[src/cmpo_pkg.sv]
// Constants shared by the comparator output control block
package cmpo_pkg;

    // ****************************************
    // Bus widths
    // ****************************************
    localparam int ADDR_W = 8;
    localparam int DATA_W = 8;

    // ****************************************
    // Register byte addresses
    // ****************************************
    localparam logic [7:0] ADDR_CTL0 = 8'h00;
    localparam logic [7:0] ADDR_CTL1 = 8'h04;
    localparam logic [7:0] ADDR_SUMMARY = 8'h08;
    localparam logic [7:0] ADDR_FLAG = 8'h0C;
    localparam logic [7:0] ADDR_PORT = 8'h10;

    // ****************************************
    // Control 0 field positions
    // ****************************************
    localparam int C0_ENABLE = 7;
    localparam int C0_RESULT = 6;
    localparam int C0_PIN_OE = 5;
    localparam int C0_INVERT = 4;
    localparam int C0_SPEED = 2;
    localparam int C0_HYST = 1;
    localparam int C0_SYNC = 0;

    // ****************************************
    // Control 1 field positions
    // ****************************************
    localparam int C1_RISE_EN = 7;
    localparam int C1_FALL_EN = 6;
    localparam int C1_PCH_LO = 4;
    localparam int C1_NCH_LO = 0;

    // ****************************************
    // Status field positions and resets
    // ****************************************
    localparam int SUM_OWN = 0;
    localparam int SUM_OTHER = 1;
    localparam int FLAG_BIT = 0;
    localparam int PORT_BIT = 0;
    localparam logic SPEED_RESET = 1'b1;

    // ****************************************
    // Positive channel codes
    // ****************************************
    localparam logic [1:0] PCH_PIN = 2'h0;
    localparam logic [1:0] PCH_DAC = 2'h1;
    localparam logic [1:0] PCH_FIXED = 2'h2;
    localparam logic [1:0] PCH_GROUND = 2'h3;

endpackage

[src/cmpo_top.sv]
// Digital control wrapper around one analog comparator
//
// Our own choices: the address map and the address-and-strobe port.
`timescale 1ns/1ps

module cmpo_top (
    // Clock and reset
    input wire logic core_clk_in,
    input wire logic reset_n_in,
    // Register port
    input wire logic [cmpo_pkg::ADDR_W-1:0] addr_in,
    input wire logic [cmpo_pkg::DATA_W-1:0] wdata_in,
    input wire logic wr_in,
    input wire logic rd_in,
    output logic [cmpo_pkg::DATA_W-1:0] rdata_out,
    // Analog core
    input wire logic cmp_raw_in,
    output logic core_enable_out,
    output logic speed_out,
    output logic hyst_out,
    output logic [3:0] pos_sel_out,
    output logic [3:0] neg_sel_out,
    // Other comparator and timer
    input wire logic other_result_in,
    input wire logic timer_clk_in,
    output logic timer_gate_out,
    // Port pin
    input wire logic pin_dir_in,
    input wire logic analog_sel_in,
    input wire logic port_latch_in,
    input wire logic pin_in,
    output logic pin_data_out,
    output logic pin_oe_out,
    // Status
    output logic result_out,
    output logic irq_flag_out
);

    // ****************************************
    // State
    // ****************************************
    typedef struct packed {
        logic raw_s1;
        logic raw_s2;
        logic tclk_s1;
        logic tclk_s2;
        logic tclk_prev;
        logic pin_s1;
        logic pin_s2;
        logic result;
        logic result_prev;
        logic sync_res;
        logic enable;
        logic pin_oe;
        logic invert;
        logic speed;
        logic hyst;
        logic sync_mode;
        logic rise_en;
        logic fall_en;
        logic [1:0] pch;
        logic [1:0] nch;
        logic irq_flag;
        logic [7:0] rdata;
    } cmpo_state_s;

    localparam cmpo_state_s ST_RESET = '{
        speed: cmpo_pkg::SPEED_RESET,
        default: '0
    };

    cmpo_state_s st;
    cmpo_state_s next_st;
    logic tclk_fall;
    logic rise;
    logic fall;
    logic set_flag;
    logic live_async;
    logic live;
    logic wr_ctl0;
    logic wr_ctl1;
    logic wr_flag;

    // ****************************************
    // Combinational helpers
    // ****************************************

    // Timer clock is only sampled, so its edge is seen a few cycles late
    assign tclk_fall = st.tclk_prev & ~st.tclk_s2;
    assign rise = st.result & ~st.result_prev;
    assign fall = ~st.result & st.result_prev;
    assign set_flag = (rise & st.rise_en) | (fall & st.fall_en);
    assign wr_ctl0 = wr_in && addr_in == cmpo_pkg::ADDR_CTL0;
    assign wr_ctl1 = wr_in && addr_in == cmpo_pkg::ADDR_CTL1;
    assign wr_flag = wr_in && addr_in == cmpo_pkg::ADDR_FLAG;

    // Unlatched path; raw input is glitchy, so use sync mode for the gate
    // Enable gates before polarity, so a disabled core still shows the invert bit
    assign live_async = (cmp_raw_in & st.enable) ^ st.invert;
    assign live = st.sync_mode ? st.sync_res : live_async;

    // ****************************************
    // Next state
    // ****************************************
    always_comb begin
        next_st = st;
        // Two-stage catchers for outside levels
        next_st.raw_s1 = cmp_raw_in;
        next_st.raw_s2 = st.raw_s1;
        next_st.tclk_s1 = timer_clk_in;
        next_st.tclk_s2 = st.tclk_s1;
        next_st.tclk_prev = st.tclk_s2;
        next_st.pin_s1 = pin_in;
        next_st.pin_s2 = st.pin_s1;
        // Polarity and enable applied before edge detection
        next_st.result = (st.raw_s2 & st.enable) ^ st.invert;
        next_st.result_prev = st.result;
        if (tclk_fall) begin
            next_st.sync_res = st.result;
        end
        // Control writes
        if (wr_ctl0) begin
            next_st.enable = wdata_in[cmpo_pkg::C0_ENABLE];
            next_st.pin_oe = wdata_in[cmpo_pkg::C0_PIN_OE];
            next_st.invert = wdata_in[cmpo_pkg::C0_INVERT];
            next_st.speed = wdata_in[cmpo_pkg::C0_SPEED];
            next_st.hyst = wdata_in[cmpo_pkg::C0_HYST];
            next_st.sync_mode = wdata_in[cmpo_pkg::C0_SYNC];
        end
        if (wr_ctl1) begin
            next_st.rise_en = wdata_in[cmpo_pkg::C1_RISE_EN];
            next_st.fall_en = wdata_in[cmpo_pkg::C1_FALL_EN];
            next_st.pch = wdata_in[cmpo_pkg::C1_PCH_LO +: 2];
            next_st.nch = wdata_in[cmpo_pkg::C1_NCH_LO +: 2];
        end
        // Flag is written directly; a new edge overrides a clear
        if (wr_flag) begin
            next_st.irq_flag = wdata_in[cmpo_pkg::FLAG_BIT];
        end
        if (set_flag) begin
            next_st.irq_flag = 1'b1;
        end
        // Read data stands only in the cycle after the strobe
        next_st.rdata = '0;
        if (rd_in) begin
            unique case (addr_in)
                cmpo_pkg::ADDR_CTL0: begin
                    next_st.rdata[cmpo_pkg::C0_ENABLE] = st.enable;
                    next_st.rdata[cmpo_pkg::C0_RESULT] = st.result;
                    next_st.rdata[cmpo_pkg::C0_PIN_OE] = st.pin_oe;
                    next_st.rdata[cmpo_pkg::C0_INVERT] = st.invert;
                    next_st.rdata[cmpo_pkg::C0_SPEED] = st.speed;
                    next_st.rdata[cmpo_pkg::C0_HYST] = st.hyst;
                    next_st.rdata[cmpo_pkg::C0_SYNC] = st.sync_mode;
                end
                cmpo_pkg::ADDR_CTL1: begin
                    next_st.rdata[cmpo_pkg::C1_RISE_EN] = st.rise_en;
                    next_st.rdata[cmpo_pkg::C1_FALL_EN] = st.fall_en;
                    next_st.rdata[cmpo_pkg::C1_PCH_LO +: 2] = st.pch;
                    next_st.rdata[cmpo_pkg::C1_NCH_LO +: 2] = st.nch;
                end
                cmpo_pkg::ADDR_SUMMARY: begin
                    next_st.rdata[cmpo_pkg::SUM_OWN] = st.result;
                    next_st.rdata[cmpo_pkg::SUM_OTHER] = other_result_in;
                end
                cmpo_pkg::ADDR_FLAG: begin
                    next_st.rdata[cmpo_pkg::FLAG_BIT] = st.irq_flag;
                end
                cmpo_pkg::ADDR_PORT: begin
                    // Analog pin reads low
                    next_st.rdata[cmpo_pkg::PORT_BIT] = st.pin_s2 & ~analog_sel_in;
                end
                default: begin
                    next_st.rdata = '0;
                end
            endcase
        end
    end

    // ****************************************
    // State register
    // ****************************************
    always_ff @(posedge core_clk_in) begin
        if (!reset_n_in) begin
            st <= ST_RESET;
        end else begin
            st <= next_st;
        end
    end

    // ****************************************
    // Input routing
    // ****************************************
    // One-hot selects; all off while disabled
    for (genvar i = 0; i < 4; i++) begin : g_sel
        assign pos_sel_out[i] = st.enable && st.pch == 2'(i);
        assign neg_sel_out[i] = st.enable && st.nch == 2'(i);
    end

    // ****************************************
    // Outputs
    // ****************************************
    assign rdata_out = st.rdata;
    assign core_enable_out = st.enable;
    assign speed_out = st.speed;
    assign hyst_out = st.hyst;
    assign timer_gate_out = live;
    // Override ignores enable so the latch never leaks through
    assign pin_data_out = st.pin_oe ? live : port_latch_in;
    assign pin_oe_out = st.pin_oe & ~pin_dir_in & st.enable;
    assign result_out = st.result;
    assign irq_flag_out = st.irq_flag;

    // ****************************************
    // Assertions
    // ****************************************
    AST_READ_RESULT: assert property (
        @(posedge core_clk_in) disable iff (!reset_n_in)
        rd_in && addr_in == cmpo_pkg::ADDR_CTL0
        |=> rdata_out[cmpo_pkg::C0_RESULT] == $past(st.result))
        else $error("Control 0 result bit wrong");

    AST_PIN_OFF: assert property (
        @(posedge core_clk_in) disable iff (!reset_n_in)
        (!st.enable || pin_dir_in || !st.pin_oe) |-> !pin_oe_out)
        else $error("Pin driven without all conditions");

    AST_LATCH_PASS: assert property (
        @(posedge core_clk_in) disable iff (!reset_n_in)
        !st.pin_oe |-> pin_data_out == port_latch_in)
        else $error("Port latch not passed");

    AST_RESULT_HIGH: assert property (
        @(posedge core_clk_in) disable iff (!reset_n_in)
        (st.enable && !st.invert && cmp_raw_in) [*4] |-> st.result)
        else $error("Result not high three cycles after input");

    AST_RESULT_INV: assert property (
        @(posedge core_clk_in) disable iff (!reset_n_in)
        (st.enable && st.invert && !cmp_raw_in) [*4] |-> st.result)
        else $error("Inverted result not high");

    AST_SPEED_RESET: assert property (
        @(posedge core_clk_in)
        $rose(reset_n_in) |-> speed_out && !st.rise_en && !st.fall_en)
        else $error("Reset values wrong");

    AST_HYST: assert property (
        @(posedge core_clk_in) disable iff (!reset_n_in)
        wr_ctl0 |=> hyst_out == $past(wdata_in[cmpo_pkg::C0_HYST]))
        else $error("Hysteresis does not follow bit");

    AST_SYNC_HOLD: assert property (
        @(posedge core_clk_in) disable iff (!reset_n_in)
        !tclk_fall |=> $stable(st.sync_res))
        else $error("Synchronised result moved off edge");

    AST_FLAG_SET: assert property (
        @(posedge core_clk_in) disable iff (!reset_n_in)
        set_flag |=> irq_flag_out)
        else $error("Enabled edge did not set flag");

    AST_FLAG_HOLD: assert property (
        @(posedge core_clk_in) disable iff (!reset_n_in)
        irq_flag_out && !wr_flag |=> irq_flag_out)
        else $error("Flag cleared by hardware");

    AST_INPUTS_OFF: assert property (
        @(posedge core_clk_in) disable iff (!reset_n_in)
        !st.enable |-> pos_sel_out == 4'h0 && neg_sel_out == 4'h0)
        else $error("Inputs connected while disabled");

    AST_PORT_READ: assert property (
        @(posedge core_clk_in) disable iff (!reset_n_in)
        rd_in && addr_in == cmpo_pkg::ADDR_PORT && analog_sel_in
        |=> rdata_out == 8'h00)
        else $error("Analog pin read nonzero");

    AST_MIRROR: assert property (
        @(posedge core_clk_in) disable iff (!reset_n_in)
        rd_in && addr_in == cmpo_pkg::ADDR_SUMMARY
        |=> rdata_out[7:2] == 6'h00
        && rdata_out[cmpo_pkg::SUM_OWN] == $past(st.result))
        else $error("Summary register wrong");

    // ****************************************
    // Further checks on paths the bench reaches rarely
    // ****************************************

    // Output enable hands the pin the live result
    AST_OVERRIDE: assert property (
        @(posedge core_clk_in) disable iff (!reset_n_in)
        st.pin_oe |-> pin_data_out == live)
        else $error("Pin override does not carry result");

    // Gate follows the raw core at once when not synchronised
    AST_GATE_ASYNC: assert property (
        @(posedge core_clk_in) disable iff (!reset_n_in)
        !st.sync_mode |-> timer_gate_out == ((cmp_raw_in & st.enable) ^ st.invert))
        else $error("Unsynchronised gate not direct");

    // Capture takes the registered result at a detected timer fall
    AST_SYNC_CAPTURE: assert property (
        @(posedge core_clk_in) disable iff (!reset_n_in)
        tclk_fall |=> st.sync_res == $past(st.result))
        else $error("Synchronised capture missed");

    // Ground code selects the last one-hot leg
    AST_POS_GROUND: assert property (
        @(posedge core_clk_in) disable iff (!reset_n_in)
        st.enable && st.pch == cmpo_pkg::PCH_GROUND |-> pos_sel_out == 4'h8)
        else $error("Ground code not decoded");

    // Exactly one negative pin while the core is on
    AST_NEG_ONEHOT: assert property (
        @(posedge core_clk_in) disable iff (!reset_n_in)
        st.enable |-> $onehot(neg_sel_out))
        else $error("Negative select not one-hot");

    // An edge in the clearing cycle keeps the flag
    AST_CLEAR_RACE: assert property (
        @(posedge core_clk_in) disable iff (!reset_n_in)
        wr_flag && set_flag |=> irq_flag_out)
        else $error("Edge lost during clear");

    // A clear with no edge really clears
    AST_FLAG_CLEAR: assert property (
        @(posedge core_clk_in) disable iff (!reset_n_in)
        wr_flag && !wdata_in[cmpo_pkg::FLAG_BIT] && !set_flag |=> !irq_flag_out)
        else $error("Flag not cleared by write");

    // Unused control 1 bits read low
    AST_CTL1_GAP: assert property (
        @(posedge core_clk_in) disable iff (!reset_n_in)
        rd_in && addr_in == cmpo_pkg::ADDR_CTL1 |=> rdata_out[3:2] == 2'h0)
        else $error("Control 1 gap bits nonzero");

    // Speed select follows its written bit
    AST_SPEED_WRITE: assert property (
        @(posedge core_clk_in) disable iff (!reset_n_in)
        wr_ctl0 |=> speed_out == $past(wdata_in[cmpo_pkg::C0_SPEED]))
        else $error("Speed select not written");

    // Disabled core: result is the invert bit, so a flip makes an edge
    AST_OFF_POLARITY: assert property (
        @(posedge core_clk_in) disable iff (!reset_n_in)
        !st.enable |=> st.result == $past(st.invert))
        else $error("Disabled result ignores polarity");

endmodule

[config.mk]
export PLATFORM = sky130hd
export DESIGN_NAME = cmpo_top
export DESIGN_NICKNAME = d
export VERILOG_FILES = /design/src/cmpo_pkg.sv /design/src/cmpo_top.sv
export SDC_FILE = /design/constraint.sdc
export NUM_CORES = 1
export LEC_CHECK = 0
export BUFFER_PORTS_ARGS = -buffer_cell sky130_fd_sc_hd__clkbuf_2
export CAP_MARGIN = 30
export CORE_UTILIZATION = 31
export CTS_CLUSTER_DIAMETER = 40
export DETAILED_ROUTE_END_ITERATION = 10
export GPL_TIMING_DRIVEN = 0
export SKIP_CTS_REPAIR_TIMING = 1
export SLEW_MARGIN = 25
export SYNTH_ARGS = -nofsm -noshare
export SYNTH_HDL_FRONTEND = slang
export SYNTH_SLANG_ARGS = --single-unit
[constraint.sdc]
create_clock -name core_clk_in -period 1.8 [get_ports core_clk_in]
set_clock_uncertainty 0.1 [all_clocks]
set_input_delay 0.09 -clock core_clk_in [delete_from_list [all_inputs] [get_ports core_clk_in]]
set_output_delay 0.09 -clock core_clk_in [all_outputs]
set_load 0.02 [all_outputs]
==> out/qor.yml <==
endpoint_kind: "output pin"
finalWirelength_mm: 2.88
cts_max_level: 2
synth_nets: 176
std_cell_rows: 23
violations: "hold timing"
clk_latency_ns: 0.28
status: "finished with violations"
ant_nets: 0
rsz0062_at_grt: "false"
portBuffers: 47
synth_mux_area_frac: 0.107
gr-total-overflow: 0
netlist_area_sq_mm: 0.00134
place.gp.congestion: 0.742
crit_required_ns: 1.61
grt_max_degree: 11
ys_ff_latch: 30
ys_warn_count: 0
synthCells: 149
drive_above_1_share: 0.324
stdcell_count: 260
hold_path.class: "input pin to register"
postLayoutCoreUtil: 0.445
drt-initial-drc-count: 36
synth_top_family_by_area: "simple AND/OR/NAND/NOR gates"
clk_pin_slew_ns: 0.06
nets: 236
fin_ws_ns: 0.112
die_x_um: 67.7
p_leak_nw: 0.842
timing.fmax_mhz: 592
start_kind: "input pin"
drv_slew: 0
path_class: "input pin to output pin"
syn_avg_cell_area_sq_um: 8.97
finalInstanceArea_sq_mm: 0.00180
die_h_um: 67.7
cap_viol_max_count: 0
syn2layout_area_growth_pct: 35.0
cts-buffers-inserted: 5
holdWs_ns: -0.0290
clockBufferDepth: 2
grt_usage: 0.136
layout_commonest_cell: "clkbuf_2"
wire_per_inst_um: 11.1
post-place-ws_ns: -0.0373
synth_compound_area_frac: 0.0637
via_per_inst: 4.45
tns_ns: 0
die-area_sq_mm: 0.00458
cp_max_fo: 2
dp_cells: 246
cts_tree: "done"
cp.arrival_ns: 1.50
diodes: 0
drc: 0
worstMarginPinSlew_ns: 0.566
slew_headroom: 0.623
peakVddDrop_mv: 0.421
vias: 1158
yosysSeqAreaShare: 0.449
initial_core_util: 0.329
synthAdderAreaFrac: 0
period_minus_slack_ns: 1.69
grt_pass1_vias: 1002
powerDensity_mw_per_mm2: 775
coreArea_sq_mm: 0.00406
clkSinkCount: 30
yosys.area_share.simple: 0.288
firstDrtPassIters: 4
antenna_found_initial: 0
cts_root_buf: "clkbuf_8"
io_pins: 51
synthXorXnorAreaFrac: 0.0131
ys_types: 33
timing_hold_violations_final: 5
mostFrequentLayoutCells: "47 x clkbuf_2, 30 x dfxtp_1, 18 x nand2_1, 12 x mux2i_1, 11 x nor2_1"
dpl_cell_area_sq_mm: 0.00163
grt_pass1_wl_mm: 4.41
setup_viol: 0
hpwl_mm: 2.15
period_share: 0.938
cell families (layout without fill, tap and decap cells):
| family | after synthesis | in the layout |
|---|---|---|
| multiplexers | 14 | 14 |
| other | 1 | 1 |
| flip-flops | 30 | 30 |
| buffers and inverters | 17 | 78 |
| AND/OR/NAND/NOR | 71 | 71 |
| XOR/XNOR | 2 | 2 |
| AO/OA/AOI/OAI | 14 | 14 |
flip-flops by register name, indices dropped and copies added (netlist names):
| signal | cells |
|---|---|
| hyst_out | 1 |
| st | 14 |
| speed_out | 1 |
| result_out | 1 |
| core_enable_out | 1 |
| irq_flag_out | 1 |
| rdata_out | 7 |
| next_st | 4 |
report_power, final:
part           switching, W  internal [W]  total [W]  leakage, nW
clock              0.000245      0.000386   0.000631       0.0575
sequential       0.00000182      0.000671   0.000673        0.243
combinational     0.0000455     0.0000490  0.0000945        0.542
worst paths after layout:
path	startpoint	to	slack (ns)	cells past startpoint
setup / recovery	cmp_raw_in	pin_data_out	0.11	7
hold / removal	wdata_in[4]	st[11]	-0.03	3
setup reg to reg	st[9]	rdata_out[0]	0.58	4
hold reg to reg	next_st[27]	next_st[26]	0.33	1
cell usage after synthesis, drive strengths merged:
library cell,instances,share of area
and3b,2,0.013
nand2b,1,0.0047
a22oi,1,0.0056
clkbuf,7,0.020
a21oi,1,0.0037
buf,9,0.053
o22ai,1,0.0047
xor2,1,0.0066
nor4,2,0.0094
or4,2,0.014
nor3b,2,0.011
nor2,11,0.031
xnor2,1,0.0066
or3,1,0.0047
mux2i,12,0.090
o21ai,8,0.030
and2,10,0.047
nand3,7,0.026
mux2,2,0.017
nor3,2,0.0075
o31a,2,0.013
or4b,1,0.010
nand3b,1,0.0056
nor2b,8,0.037
a2bb2oi,1,0.0066
dfxtp,30,0.45
and3,2,0.0094
nand2,18,0.051
nand4b,1,0.0066
conb,1,0.0028
inv,1,0.0028
critical path, cell delays in order:
cell           delay (ns)
dlygate4sd3_1        0.53
clkbuf_2             0.11
nand2_1              0.07
xor2_1               0.16
o21ai_1              0.11
mux2_2               0.28
clkbuf_2             0.15
metal layers:
metal / vias to the layer above / GRT usage / wire (um) / part of all wire
met5: - / 0 / 0 / 0
met4: 0 / 0.0878 / 49 / 0.017
met3: 4 / 0.0389 / 147 / 0.051
met2: 26 / 0.219 / 1330 / 0.46
met1: 515 / 0.155 / 1350 / 0.47
li1: 613 / - / - / -
cell type report:
cell class,count,area (sq um)
well taps,50,62.6
fillers,429,2250
clock buffers,8,110
multi-input cells,102,634
inverters,1,3.75
flip-flops and latches,30,601
plain buffers,16,97.6
repair buffers,53,295
metrics by stage:
stage	total power [W]	hold WS, ns
after floorplan	0.000731	0.0660
after global placement	0.000772	0.199
after detailed placement	0.000773	0.202
after CTS	0.00140	-0.0957
after global routing	0.00145	0.00275
final	0.00140	-0.0290
Note: power is estimated with default switching activity, not from simulation.
